### config.mk
export PLATFORM = sky130hd
export DESIGN_NAME = pmc_clock_gating
export DESIGN_NICKNAME = d
export VERILOG_FILES = /design/src/hw/pmc_pkg.sv /design/src/hw/pmc_clk_div.sv /design/src/hw/pmc_clock_gating.sv
export VERILOG_INCLUDE_DIRS = /design/src /design/src/hw
export SDC_FILE = /design/constraint.sdc
export NUM_CORES = 1
export LEC_CHECK = 0
export ABC_AREA = 1
export BUFFER_PORTS_ARGS = -buffer_cell sky130_fd_sc_hd__buf_2
export CAP_MARGIN = 30
export CORE_UTILIZATION = 45
export CTS_BUF_LIST = sky130_fd_sc_hd__clkbuf_16
export DETAILED_ROUTE_END_ITERATION = 12
export GPL_TIMING_DRIVEN = 0
export PLACE_DENSITY = 0.67
export SLEW_MARGIN = 20
export SYNTH_ARGS = -nofsm -noshare
export SYNTH_HDL_FRONTEND = slang
export SYNTH_SLANG_ARGS = --single-unit
### constraint.sdc
create_clock -name sys_clk -period 4.9 [get_ports sys_clk]
set_input_delay 0.49 -clock sys_clk [delete_from_list [all_inputs] [get_ports sys_clk]]
set_output_delay 0.49 -clock sys_clk [all_outputs]
set_load 0.01 [all_outputs]
### src/hw/pmc_map.svh
`ifndef PMC_MAP_SVH
`define PMC_MAP_SVH

// ***********************************************
// register offsets (byte addresses on the port)
// ***********************************************
`define PMC_ADDR_W 8
`define PMC_OFS_CTRL 8'h00
`define PMC_OFS_IDLE 8'h01
`define PMC_OFS_CPU_DIV 8'h08
`define PMC_OFS_A_DIV 8'h09
`define PMC_OFS_B_DIV 8'h0a
`define PMC_OFS_C_DIV 8'h0b
`define PMC_OFS_SYS_GATES 8'h14
`define PMC_OFS_A_GATES 8'h18

// ***********************************************
// field positions, widths and reset values
// ***********************************************
`define PMC_CFD_BIT 2
`define PMC_IDLE_W 2
`define PMC_DIV_W 3
`define PMC_SYS_GATES_N 5
`define PMC_A_GATES_N 7
`define PMC_IDLE_RST 2'h0
`define PMC_DIV_RST 3'h0
`define PMC_SYS_GATES_RST 7'h7f
`define PMC_A_GATES_RST 7'h7f
`define PMC_GATES_W 7
`define PMC_IDLE_CPU 2'h0
`define PMC_IDLE_AHB 2'h1
`define PMC_IDLE_APB 2'h2

`endif

### src/hw/pmc_pkg.sv
package pmc_pkg;

    // idle sequencer states, one-hot
    typedef enum logic [1:0] {
        PMC_RUN = 2'h1,
        PMC_IDLE = 2'h2
    } pmc_state_e;

endpackage

### src/hw/pmc_clk_div.sv
`timescale 1ns/1ps
`include "pmc_map.svh"

module pmc_clk_div #(
    parameter int CODE_W = `PMC_DIV_W,
    parameter int CNT_W = 7
) (
    input wire logic sys_clk,
    input wire logic nrst,
    input wire logic [CODE_W-1:0] div_code,
    output logic tick_q
);

    logic [CNT_W-1:0] cnt_q, cnt_d;
    logic [CODE_W-1:0] code_q, code_d;
    logic [CNT_W-1:0] last;
    logic tick_d;

    // ***********************************************
    // power-of-two prescaler
    // ***********************************************
    // a new code is only taken at a period boundary so no period is cut short
    always_comb
    begin
        last = CNT_W'((1 << code_q) - 1);
        tick_d = (cnt_q == last);
        cnt_d = tick_d ? '0 : cnt_q + 1'b1;
        code_d = tick_d ? div_code : code_q;
    end

    // every division is counted on sys_clk, so all ticks stay aligned
    always_ff @(posedge sys_clk)
    begin
        if (!nrst)
        begin
            cnt_q <= '0;
            code_q <= `PMC_DIV_RST;
            tick_q <= 1'b0;
        end
        else
        begin
            cnt_q <= cnt_d;
            code_q <= code_d;
            tick_q <= tick_d;
        end
    end

endmodule // pmc_clk_div

### src/hw/pmc_clock_gating.sv
`timescale 1ns/1ps
`include "pmc_map.svh"

module pmc_clock_gating #(
    parameter int DATA_W = 32
) (
    input wire logic sys_clk,
    input wire logic nrst,
    input wire logic [`PMC_ADDR_W-1:0] reg_addr,
    input wire logic [DATA_W-1:0] reg_wdata,
    input wire logic reg_wr,
    input wire logic reg_rd,
    output logic [DATA_W-1:0] reg_rdata_q,
    input wire logic write_protect,
    input wire logic clock_fail_pin,
    input wire logic wait_for_interrupt,
    input wire logic wake_request,
    output logic clock_fail_detect_enable_q,
    output logic processor_clk_en_q,
    output logic [`PMC_SYS_GATES_N-1:0] sys_clk_en_q,
    output logic [`PMC_A_GATES_N-1:0] bus_a_clk_en_q,
    output logic bus_b_clk_en_q,
    output logic bus_c_clk_en_q,
    output logic [`PMC_IDLE_W-1:0] idle_stage_q
);

    // ***********************************************
    // registers and next values
    // ***********************************************
    logic cfd_en_q, cfd_en_d;
    logic [`PMC_IDLE_W-1:0] idle_cfg_q, idle_cfg_d;
    logic [`PMC_DIV_W-1:0] cpu_div_q, cpu_div_d;
    logic [`PMC_DIV_W-1:0] a_div_q, a_div_d;
    logic [`PMC_DIV_W-1:0] b_div_q, b_div_d;
    logic [`PMC_DIV_W-1:0] c_div_q, c_div_d;
    logic [`PMC_GATES_W-1:0] sys_gates_q, sys_gates_d;
    logic [`PMC_GATES_W-1:0] a_gates_q, a_gates_d;
    logic [DATA_W-1:0] rdata_d;
    logic fail_meta_q, fail_sync_q;
    logic wr_ok;

    // ***********************************************
    // register writes
    // ***********************************************
    // a write while protected is dropped without any answer
    always_comb
    begin
        wr_ok = reg_wr && !write_protect;
        cfd_en_d = cfd_en_q;
        idle_cfg_d = idle_cfg_q;
        cpu_div_d = cpu_div_q;
        a_div_d = a_div_q;
        b_div_d = b_div_q;
        c_div_d = c_div_q;
        sys_gates_d = sys_gates_q;
        a_gates_d = a_gates_q;
        if (wr_ok)
        begin
            unique case (reg_addr)
                `PMC_OFS_CTRL: cfd_en_d = reg_wdata[`PMC_CFD_BIT];
                `PMC_OFS_IDLE: idle_cfg_d = reg_wdata[`PMC_IDLE_W-1:0];
                `PMC_OFS_CPU_DIV: cpu_div_d = reg_wdata[`PMC_DIV_W-1:0];
                `PMC_OFS_A_DIV: a_div_d = reg_wdata[`PMC_DIV_W-1:0];
                `PMC_OFS_B_DIV: b_div_d = reg_wdata[`PMC_DIV_W-1:0];
                `PMC_OFS_C_DIV: c_div_d = reg_wdata[`PMC_DIV_W-1:0];
                `PMC_OFS_SYS_GATES:
                    sys_gates_d = reg_wdata[`PMC_GATES_W-1:0];
                `PMC_OFS_A_GATES: a_gates_d = reg_wdata[`PMC_GATES_W-1:0];
                default: ;
            endcase
        end
        // hardware set wins over a software clear in the same cycle
        if (fail_sync_q)
            cfd_en_d = 1'b1;
    end

    // ***********************************************
    // register reads
    // ***********************************************
    // unmapped and reserved bits read as zero
    always_comb
    begin
        rdata_d = '0;
        if (reg_rd)
        begin
            unique case (reg_addr)
                `PMC_OFS_CTRL: rdata_d[`PMC_CFD_BIT] = cfd_en_q;
                `PMC_OFS_IDLE: rdata_d[`PMC_IDLE_W-1:0] = idle_cfg_q;
                `PMC_OFS_CPU_DIV: rdata_d[`PMC_DIV_W-1:0] = cpu_div_q;
                `PMC_OFS_A_DIV: rdata_d[`PMC_DIV_W-1:0] = a_div_q;
                `PMC_OFS_B_DIV: rdata_d[`PMC_DIV_W-1:0] = b_div_q;
                `PMC_OFS_C_DIV: rdata_d[`PMC_DIV_W-1:0] = c_div_q;
                `PMC_OFS_SYS_GATES: rdata_d[`PMC_GATES_W-1:0] = sys_gates_q;
                `PMC_OFS_A_GATES: rdata_d[`PMC_GATES_W-1:0] = a_gates_q;
                default: ;
            endcase
        end
    end

    // register file and read data
    always_ff @(posedge sys_clk)
    begin
        if (!nrst)
        begin
            cfd_en_q <= 1'b0;
            idle_cfg_q <= `PMC_IDLE_RST;
            cpu_div_q <= `PMC_DIV_RST;
            a_div_q <= `PMC_DIV_RST;
            b_div_q <= `PMC_DIV_RST;
            c_div_q <= `PMC_DIV_RST;
            sys_gates_q <= `PMC_SYS_GATES_RST;
            a_gates_q <= `PMC_A_GATES_RST;
            reg_rdata_q <= '0;
        end
        else
        begin
            cfd_en_q <= cfd_en_d;
            idle_cfg_q <= idle_cfg_d;
            cpu_div_q <= cpu_div_d;
            a_div_q <= a_div_d;
            b_div_q <= b_div_d;
            c_div_q <= c_div_d;
            sys_gates_q <= sys_gates_d;
            a_gates_q <= a_gates_d;
            reg_rdata_q <= rdata_d;
        end
    end

    // ***********************************************
    // clock failure pin synchroniser
    // ***********************************************
    // the failure pin comes from the analog side, so it is double sampled
    always_ff @(posedge sys_clk)
    begin
        if (!nrst)
        begin
            fail_meta_q <= 1'b0;
            fail_sync_q <= 1'b0;
        end
        else
        begin
            fail_meta_q <= clock_fail_pin;
            fail_sync_q <= fail_meta_q;
        end
    end

    // ***********************************************
    // idle sequencer
    // ***********************************************
    pmc_pkg::pmc_state_e state_q, state_d;
    logic [`PMC_IDLE_W-1:0] stage_q, stage_d;
    logic stop_cpu, stop_sys, stop_bus;

    // the depth is latched on entry so a later write cannot deepen sleep
    always_comb
    begin
        state_d = state_q;
        stage_d = stage_q;
        unique case (state_q)
            pmc_pkg::PMC_RUN:
                if (wait_for_interrupt && !wake_request)
                begin
                    state_d = pmc_pkg::PMC_IDLE;
                    stage_d = idle_cfg_q;
                end
            pmc_pkg::PMC_IDLE:
                if (wake_request)
                    state_d = pmc_pkg::PMC_RUN;
            default: state_d = pmc_pkg::PMC_RUN;
        endcase
    end

    always_ff @(posedge sys_clk)
    begin
        if (!nrst)
        begin
            state_q <= pmc_pkg::PMC_RUN;
            stage_q <= `PMC_IDLE_RST;
        end
        else
        begin
            state_q <= state_d;
            stage_q <= stage_d;
        end
    end

    // reserved code 3 is treated like the deepest idle level
    assign stop_cpu = (state_q == pmc_pkg::PMC_IDLE);
    assign stop_sys = stop_cpu && (stage_q >= `PMC_IDLE_AHB);
    assign stop_bus = stop_cpu && (stage_q >= `PMC_IDLE_APB);

    // ***********************************************
    // prescalers
    // ***********************************************
    logic cpu_tick, a_tick, b_tick, c_tick;

    pmc_clk_div u_cpu_div (
        .sys_clk(sys_clk),
        .nrst(nrst),
        .div_code(cpu_div_q),
        .tick_q(cpu_tick)
    );

    pmc_clk_div u_a_div (
        .sys_clk(sys_clk),
        .nrst(nrst),
        .div_code(a_div_q),
        .tick_q(a_tick)
    );

    pmc_clk_div u_b_div (
        .sys_clk(sys_clk),
        .nrst(nrst),
        .div_code(b_div_q),
        .tick_q(b_tick)
    );

    pmc_clk_div u_c_div (
        .sys_clk(sys_clk),
        .nrst(nrst),
        .div_code(c_div_q),
        .tick_q(c_tick)
    );

    // ***********************************************
    // gated clock enables
    // ***********************************************
    // enables are whole sys_clk pulses, so a gate change never clips one
    logic proc_en_d, b_en_d, c_en_d;
    logic [`PMC_SYS_GATES_N-1:0] sys_en_d;
    logic [`PMC_A_GATES_N-1:0] a_en_d;

    always_comb
    begin
        proc_en_d = cpu_tick && !stop_cpu;
        b_en_d = b_tick && !stop_bus;
        c_en_d = c_tick && !stop_bus;
    end

    genvar gi;
    generate
        for (gi = 0; gi < `PMC_SYS_GATES_N; gi++)
        begin : g_sys
            // bit 4 memory ctrl, 3 debug, 2..0 bridges
            assign sys_en_d[gi] = cpu_tick && !stop_sys
                && sys_gates_q[gi];
        end
        for (gi = 0; gi < `PMC_A_GATES_N; gi++)
        begin : g_bus_a
            // bit 6 interrupts, 5 rtc, 4 watchdog, 3..0 system blocks
            assign a_en_d[gi] = a_tick && !stop_bus
                && a_gates_q[gi];
        end
    endgenerate

    always_ff @(posedge sys_clk)
    begin
        if (!nrst)
        begin
            processor_clk_en_q <= 1'b0;
            sys_clk_en_q <= '0;
            bus_a_clk_en_q <= '0;
            bus_b_clk_en_q <= 1'b0;
            bus_c_clk_en_q <= 1'b0;
            clock_fail_detect_enable_q <= 1'b0;
            idle_stage_q <= `PMC_IDLE_RST;
        end
        else
        begin
            processor_clk_en_q <= proc_en_d;
            sys_clk_en_q <= sys_en_d;
            bus_a_clk_en_q <= a_en_d;
            bus_b_clk_en_q <= b_en_d;
            bus_c_clk_en_q <= c_en_d;
            clock_fail_detect_enable_q <= cfd_en_d;
            idle_stage_q <= stop_cpu ? stage_q : `PMC_IDLE_RST;
        end
    end

endmodule // pmc_clock_gating

Word level (Yosys, flattened, before mapping):

Index checks and enable logic that the tools add are counted.

* bitwise logic cells: 1
* order comparisons: 2
* shifts and indexed selects: 4
* reductions and logical operators: 45
* mux-type cells: 9
* equality and inequality tests: 15
* add/sub/neg operators: 8

Operator list (number)
* == test 8 x 4 -> 1 bit, second input constant: 4
* adder 7 x 1 -> 7 bit, second input constant: 4
* == test 7 bit: 4
* left shift 1 x 3 -> 7 bit, first input constant: 4
* subtractor 7 x 2 -> 7 bit, second input constant: 4
* AND reduction 2 bit: 12
* logical AND 1 bit: 21
* == test 8 x 5 -> 1 bit, second input constant: 2
* one-hot mux 2 bit (7 select lines): 1
* == test 8 x 1 -> 1 bit, second input constant: 1
* zero test 8 bit: 1
* one-hot mux 4 bit (2 select lines): 1
* OR reduction 2 bit: 4
* one-hot mux 1 bit (7 select lines): 1
* zero test 1 bit: 5
* 2-to-1 mux 2 bit: 2
* inequality test 2 bit, second input constant: 2
* one-hot mux 2 bit (2 select lines): 1
* nonzero test 2 bit: 2
* 2-to-1 mux 1 bit: 3
* == test 2 x 1 -> 1 bit, second input constant: 1
* == test 2 bit, second input constant: 1
* >= comparator 2 x 1 -> 1 bit, second input constant: 1
* >= comparator 2 bit, second input constant: 1
* inverter 1 bit: 1

* output and inout bits: 50
* register bits: 128

Longest topological paths before layout:

Gate-level depths: netlist of the first run.

* depth in word-level cells: 5
* depth in mapped cells: 14
* depth with buffers taken out: 14

By module:

From an unflattened synthesis of the first run, not the netlist that was laid out.

* cell total of the unflattened synthesis: 660
* area total of the unflattened synthesis: 5139.9 µm²

By module, submodules not included
* pmc_clk_div: area each 650.6 µm², instances 4, cells an instance 84, seq. area each 220.2 µm²
* pmc_clock_gating: area each 2537.4 µm², instances 1, cells an instance 324, seq. area each 1181.1 µm²

Worst setup path after synthesis of the first run:

Ideal clock, no wire load.

* path type: reg-to-reg
* start: register u_c_div.code_q[1]
* end: register u_c_div.cnt_q[2]
* stages on the path, launching flop included: 15
* arrival time: 1.618 ns
* setup slack: 3.165 ns
* clock period less this slack: 1.735 ns
* library setup time: 0.117 ns
* path buffers: 1
* cell sequence: dfxtp_1 buf_6 nor2_4 nand2_1 ha_1 nand2_1 inv_1 nor2_1 nand2_1 nor2_1 nand3_2 nor2_4 nand2_4 nand2_8 nor2_2

* word-level cells in the longest chain between the ends: 4

Ends and longest elaborated chain
* from (decl): line pmc_clk_div.sv:15 `logic [CODE_W-1:0] code_q, code_d;`
* from (signal assigned): line pmc_clk_div.sv:37 `` code_q <= `PMC_DIV_RST; ``
* from (signal assigned): line pmc_clk_div.sv:43 `code_q <= code_d;`
* left shift 1 x 3 -> 7 bit: line pmc_clk_div.sv:25 `last = CNT_W'((1 << code_q) - 1);`
* subtractor 7 x 2 -> 7 bit: line pmc_clk_div.sv:25
* == test 7 bit: line pmc_clk_div.sv:26 `tick_d = (cnt_q == last);`
* OR reduction 2 bit (no line)
* to (signal assigned): line pmc_clk_div.sv:42 `cnt_q <= cnt_d;`
* to (decl): line pmc_clk_div.sv:14 `logic [CNT_W-1:0] cnt_q, cnt_d;`

Every way passes these cells.
A chain may end at the register's enable or synchronous reset.

Worst setup path in the final report of the first run:

* start: register u_a_div.code_q[1]
* end: register u_a_div.cnt_q[5]

* word-level cells in the longest chain between the ends: 4

Ends and longest elaborated chain (line)
* from (decl): pmc_clk_div.sv:15
* from (signal assigned): pmc_clk_div.sv:37
* from (signal assigned): pmc_clk_div.sv:43
* left shift 1 x 3 -> 7 bit: pmc_clk_div.sv:25
* subtractor 7 x 2 -> 7 bit: pmc_clk_div.sv:25
* == test 7 bit: pmc_clk_div.sv:26
* OR reduction 2 bit (no line)
* to (signal assigned): pmc_clk_div.sv:42
* to (decl): pmc_clk_div.sv:14

Every way passes these cells.

==> impl_metrics.csv, run 1 <==
group,metric,value,unit
final_layout,fillCellCount,1075,
min_path,whs_endpoint,"fail_meta_q",
yosys,synthTopCellsByArea,"dfxtp_1 (39%), nand2_1 (12%), inv_1 (6.4%), nand3_1 (5.6%), nor2_1 (4.9%)",
pwr,p_total,1.693,mW
setup_path,reg2reg_slack,2910,ps
floorplan,start_util,46.22,%
setup_path,cp_max_fo,9,
clocking,cts.clk_slew.worst_paths,80,ps
yosys,yosysTopAreaCellShare,38.90,%
yosys,synth_ff_type,"dfxtp_1",
placement,io_buffer_count,46,
run_status,status,"finished clean",
global_routing,grt.total_usage,19.05,%
setup_path,rr_worst_depth,13,
global_routing,grt_pass1_vias,4352,
clocking,clock_path_buffers,2,
global_routing,grt_pass1_wl,19260,µm
placement,place_ws,2935,ps
floorplan,io_pins,98,
setup_path,worstSetupEndpointType,"register",
detailed_routing,routedWlPerCell,11.72,µm
timing,setup_tns,0,ps
timing,rsz0062_at_grt,"no",
global_routing,grt.overflow.total,0,
yosys,synth-edff-count,0,
pwr,vdd_drop_max,0.1645,mV
timing,timing.fmax,501.8,MHz
yosys,async_flop_share,0,%
yosys,syn_inst,735,
setup_path,critPathLaunchType,"register",
floorplan,die_width,110.5,µm
clocking,htree_levels,3,
setup_path,required,5150,ps
timing,finClkSkew,8.740,ps
yosys,yosysUniqueCellTypes,36,
min_path,min_path_cells,3,
yosys,ys_warn_count,0,
detailed_routing,drc_errors,0,
pwr,leakage,2.906,nW
timing,finalWorstSetupSlack,2907,ps
setup_path,crit_arrival,2240,ps
yosys,yosysMostFrequentCell,"nand2_1",
timing,fin_hold_ws,325.2,ps
global_routing,grt_max_degree,22,
floorplan,core_area,11470,µm²
setup_path,r2r-end,"u_a_div.cnt_q[5]",
global_routing,grt-busiest-layer,"met2",
clocking,holdBufCountCts,0,
floorplan,num_rows,39,
placement,dp_hpwl,8578,µm
yosys,synth_seq_cells,103,
detailed_routing,viasPerCell,4.864,
yosys,ys_top_cells_by_count,"nand2_1 (164), dfxtp_1 (103), inv_1 (90)",
timing,slew_headroom,55.01,%
setup_path,r2r_start,"u_a_div.code_q[1]",
clocking,cts_buffers,9,
timing,setup_viol,0,
clocking,cts.repair.resized,0,
detailed_routing,first_pass_iters,5,
timing,hold_viol_final,0,
clocking,clock-sinks,103,
detailed_routing,num_vias,4689,
final_layout,finalNetCount,872,
min_path,hp-class,"input pin to register",
global_routing,grt_util_met2,32.01,%
detailed_routing,ant_nets,0,
setup_path,critPathMaxStageDelay,310,ps
placement,gp_congestion,0.8897,
setup_path,critPathSlowestCell,"dfxtp_1",
setup_path,criticalPathCategory,"register to register",
setup_path,path_cells,"buf_6 > nor2_2 > nand2_1 > ha_1 > clkbuf_2 > xnor2_1 > nand2_1 > nand2_1 > inv_1 > nor2_2 > nand3_2 > nand2_4 > nor2_1",
min_path,holdCritStartpoint,"clock_fail_pin",
final_layout,multi_input_area,2600,µm²
pwr,power.density,276.9,nW/µm²
timing,drv_slew,0,
detailed_routing,drt_iter0_markers,206,
global_routing,use_met1,24.30,%
clocking,cts_tree,"yes",
job,cap_violations,0,
clocking,post_cts_buffers,0,
global_routing,antenna_found_initial,0,
detailed_routing,wl,11290,µm
yosys,synthesis.area,5300,µm²
final_layout,drive_above_1_share,18.64,%
final_layout,area_growth,15.34,%
clocking,cts_root_buf,"clkbuf_16",
final_layout,n_antenna_cell,0,
setup_path,cp_common_cell,"nand2_1",
yosys,yosysSeqAreaShare,38.90,%
floorplan,die_h,110.5,µm
floorplan,die-area,12220,µm²
clocking,clk_latency,350,ps
timing,min_period,1993,ps
timing,tightest_slew,674.8,ps
yosys,synth.largest_area_cell,"dfxtp_1",
timing,finalCritPeriodShare,40.67,%
final_layout,regArea,2062,µm²
global_routing,grt_util_met3,3.238,%
yosys,syn_avg_cell_area,7.211,µm²
-- stage by stage --
step	util [%]	instance area (µm²)	cells
after floorplan	-	5390	759
after global placement	50.57	5799	948
after detailed placement	50.57	5799	948
after CTS	53.31	6113	964
after global routing	53.31	6113	964
final	53.31	6113	964
-- how the worst max path moves through the flow --
stage,end,from,slack (ps)
2_1_floorplan,u_c_div.cnt_q[2],u_c_div.code_q[1],3160
3_3_place_gp,u_b_div.cnt_q[0],u_b_div.code_q[1],3010
3_5_place_dp,u_b_div.cnt_q[4],u_b_div.code_q[1],2930
4_1_cts,u_b_div.cnt_q[4],u_b_div.code_q[1],2910
5_1_grt,u_a_div.cnt_q[6],u_a_div.code_q[1],2710
6_report,u_a_div.cnt_q[5],u_a_div.code_q[1],2910
-- registers in the layout, indices dropped and copies added, names as in the netlist, 5 cells and up --
register,flops
u_c_div.cnt_q,7
u_cpu_div.cnt_q,7
sys_clk_en_q,5
u_b_div.cnt_q,7
u_a_div.cnt_q,7
a_gates_q,7
bus_a_clk_en_q,7
sys_gates_q,7
reg_rdata_q,7
-- where the power goes --
group | total, mW | leakage (nW) | switching (mW) | internal (mW)
clock network | 0.732 | 0.152 | 0.364 | 0.368
registers | 0.855 | 0.837 | 0.00509 | 0.850
logic | 0.106 | 1.92 | 0.0667 | 0.0390
total | 1.69 | 2.91 | 0.436 | 1.26
-- routing by layer --
metal  wire [µm]  vias up  share of wire, %
met3         572       20               5.1
met4         237        0               2.1
li1            -     2431                 -
met1        5212     2099                46
met2        5272      139                47
met5           0        -                 0
-- area by class of cell --
type,count,area share [%]
Multi-Input combinational cell,509,42.53
Clock buffer,9,3.684
Sequential cell,103,33.73
Buffer,48,5.751
Clock inverter,7,1.453
Tap cell,143,2.927
Timing Repair Buffer,46,3.766
Inverter,99,6.160
-- kinds of logic after synthesis --
logic type / Yosys count / share of synthesized area, %
AO/OA/AOI/OAI: 68 / 6.563
adder cells (fa/ha/maj): 8 / 1.889
buffers and inverters: 147 / 13.74
XOR/XNOR: 32 / 5.430
other: 1 / 0.07075
AND/OR/NAND/NOR: 376 / 33.40
flip-flops: 103 / 38.90
-- cell usage in the layout (no fill, tap or decap), types with 2 or more instances in the layout --
master	count
dfxtp_1	103
a21oi_1	30
nor2_1	69
clkinv_1	2
xor2_1	22
nand2_4	4
o21ai_0	32
xnor2_1	9
clkinv_8	3
nand2_2	3
buf_6	9
nor2_2	21
nand2_8	2
clkbuf_16	9
inv_1	90
ha_1	8
nor3_1	20
o21ai_1	3
clkbuf_1	4
conb_1	25
nor2_4	4
clkbuf_2	2
inv_4	2
buf_4	25
nand3b_1	4
nand4_1	17
nand2_1	164
o211ai_1	2
buf_1	2
inv_2	5
inv_8	2
nand3_1	59
buf_2	52
nand3_2	5
nor3_2	2
-- worst max-delay path, delay by kind of cell (launching register included) --
kind	cells	cell delay, ps
buf+inv	3	350
fa+ha+maj	1	200
simple gates	8	850
xor+xnor	1	170
flops	1	310
Power figures use the tool's default switching activity.
==> inputs of run 2 (changes only) <==
PLACE_DENSITY = 0.69   (was 0.67)
clock period = 1.6 ns   (was 4.9 ns; I/O delays follow)
==> run 2 against run 1 <==
  * The run now ends with negative setup slack left
  * Clock skew is 1.8 ps lower
  * Global-route usage is 0.27 points higher
  * Critical path type unchanged
  * Flip-flop and latch count stayed put
  * Non-clock buffer count is 20 higher
  * Setup slack worse by 3100 ps
  * Power grew to 3.0 times the previous value
  * Combinational power grew to 3.2 times the previous value
  * Clock power grew to 3.0 times the previous value
  * Utilization is 4.0 points higher
  * Worst hold slack worse by 280 ps
  * Count of clock-buffer cells in the layout stayed put
==> impl_metrics.csv, run 2 (same netlist as run 1, synthesis figures left out) <==
group,metric,value,unit
detailed_routing,viasPerCell,4.782,
run_status,violations,"negative setup slack",
setup_path,critPathLaunchType,"register",
clocking,cts_buffers,9,
clocking,cts_root_buf,"clkbuf_16",
detailed_routing,routed.top_layer,"met4",
timing,setup_viol,44,
setup_path,crit_arrival,2030,ps
detailed_routing,ant_nets,0,
final_layout,fillCellCount,1087,
final_layout,final_cells,984,
setup_path,critPathMaxStageDelay,370,ps
timing,tightest_slew,741.7,ps
final_layout,design_area,6573,µm²
clocking,cts_tree,"yes",
timing,drv_slew,0,
global_routing,grt_max_degree,18,
timing,finalWorstSetupSlack,-191.6,ps
detailed_routing,drt_iter0_markers,236,
global_routing,grt.total_usage,19.32,%
clocking,htree_levels,3,
setup_path,worstSetupEndpointType,"register",
placement,gp_congestion,0.7882,
timing,fin_hold_ws,47.28,ps
final_layout,area_growth,24.01,%
floorplan,die_width,110.5,µm
timing,rsz0062_at_grt,"yes",
pwr,switching_share,23.54,%
clocking,clk_latency,350,ps
pwr,power_frac_comb,6.6,%
pwr,leakage,3.024,nW
final_layout,finalNetCount,892,
floorplan,die-area,12220,µm²
timing,finClkSkew,6.980,ps
setup_path,critPathSlowestCell,"dfxtp_4",
floorplan,num_rows,39,
global_routing,grt_pass1_wl,19480,µm
timing,finalCritPeriodShare,112.0,%
floorplan,start_util,46.22,%
final_layout,final_common_cell,"nand2_1",
setup_path,cp_num_buf_inv,1,
detailed_routing,routedWlPerCell,11.84,µm
global_routing,grt_pass1_vias,4338,
setup_path,cp_common_cell,"nand2_2",
placement,io_buffer_count,46,
timing,timing.fmax,558.2,MHz
detailed_routing,num_vias,4705,
setup_path,criticalPathCategory,"register to register",
floorplan,io_pins,98,
timing,slew_headroom,50.55,%
timing,hold_viol_final,0,
setup_path,critPathTopFamily,"simple AND/OR/NAND/NOR gates",
clocking,clock-sinks,103,
pwr,intPower,3.942,mW
detailed_routing,drc_errors,0,
run_status,status,"finished with violations",
clocking,clock_path_buffers,2,
placement,placed_area,5882,µm²
detailed_routing,wl_met3,449,µm
pwr,p_clk_share,42.7,%
setup_path,required,1840,ps
placement,dp.cells,948,
setup_path,path_cells,"nor2_4 > nand2_2 > ha_4 > inv_2 > nand2_2 > nand2_2 > nor2_2 > nand3_1 > nor2_2 > nand3_4 > nand2_4 > nor2_1",
final_layout,n_antenna_cell,0,
pwr,power_frac_seq,50.6,%
detailed_routing,wl_met1,5491,µm
placement,dp_hpwl,8362,µm
global_routing,antenna_found_initial,0,
clocking,cts.clk_slew.worst_paths,70,ps
timing,min_period,1792,ps
min_path,hp-class,"input pin to register",
pwr,power.density,784.5,nW/µm²
detailed_routing,wl,11660,µm
floorplan,core_area,11470,µm²
final_layout,layout_common_cells,"nand2_1 (154), dfxtp_1 (94), inv_1 (86)",
setup_path,cp_max_fo,7,
global_routing,grt.overflow.total,0,
pwr,vdd_drop_max,0.6019,mV
floorplan,die_h,110.5,µm
job,cap_violations,0,
detailed_routing,first_pass_iters,5,
pwr,power_switching,1.214,mW
final_layout,drive_above_1_share,27.23,%
detailed_routing,dr_wl_met2,5464,µm
==> run 2: cell types whose count changed in the layout (fill, tap and decap cells not counted), moves of 5 or more <==
cell and delta:
buf_4 +22, dfxtp_1 -9, dfxtp_4 +5, nand3_2 +9, nand3_1 -12, nor2_2 +8, nand2_2 +8, nor2_1 -16
nand2_1 -10, nor2_4 +8
==> run 2: layout make-up <==
type / instances / area [µm²] / area share, %
multi-input cells: 509 / 2872 / 43.69
flip-flops and latches: 103 / 2086 / 31.73
repair buffers: 72 / 439.2 / 6.682
inverters: 99 / 404.1 / 6.149
plain buffers: 42 / 296.5 / 4.512
clock buffers: 9 / 225.2 / 3.427
well taps: 143 / 178.9 / 2.722
clock inverters: 7 / 71.32 / 1.085
==> run 2: layer usage <==
metal  vias up  track usage (%)
met5         -                0
met4         0            7.467
met3        24            3.293
met2        96            32.01
met1      2107            25.04
li1       2478                -
==> run 2: stage by stage <==
| stage | utilization, % | power [mW] | TNS [ps] | worst slack [ps] |
|---|---|---|---|---|
| after floorplan | - | 2.892 | -3672 | -135.1 |
| after global placement | 51.29 | 2.995 | -10130 | -270.6 |
| after detailed placement | 51.29 | 3.001 | -11550 | -304.0 |
| after CTS | 55.72 | 5.183 | -7982 | -223.6 |
| after global routing | 57.32 | 5.337 | -11620 | -310.1 |
| final | 57.32 | 5.156 | -6532 | -191.6 |
==> run 2: worst paths after layout <==
check | cells after the start | endpoint | from | slack [ps]
setup / recovery | 12 | u_a_div.cnt_q[0] | u_a_div.code_q[1] | -190
hold / removal | 3 | sys_gates_q[5] | reg_wdata[5] | 50
setup reg to reg | 12 | u_a_div.cnt_q[0] | u_a_div.code_q[1] | -190
hold reg to reg | 2 | fail_sync_q | fail_meta_q | 430
==> run 2: worst register-to-register path, stage by stage (launching register included) <==
cell	delay, ps
dfxtp_4	370
nor2_4	130
nand2_2	80
ha_4	270
inv_2	30
nand2_2	50
nand2_2	60
nor2_2	90
nand3_1	80
nor2_2	170
nand3_4	140
nand2_4	160
nor2_1	60
==> run 2: power by group through the flow <==
stage / Sequential, mW / Clock (mW) / Combinational [mW]
2_1_floorplan: 2.69 / 0 / 0.203
3_3_place_gp: 2.68 / 0 / 0.318
3_5_place_dp: 2.68 / 0 / 0.323
4_1_cts: 2.61 / 2.24 / 0.334
5_1_grt: 2.61 / 2.35 / 0.376
6_report: 2.61 / 2.20 / 0.343
==> run 2: what timing repair did <==
action                                  4_1_cts  5_1_grt
cloned                                        0        0
pin swaps                                    31       45
resized for setup                            38       45
hold endpoints to repair                      1        0
endpoints found under the setup margin       44       44
hold buffers                                  1        0
setup buffers                                14       11
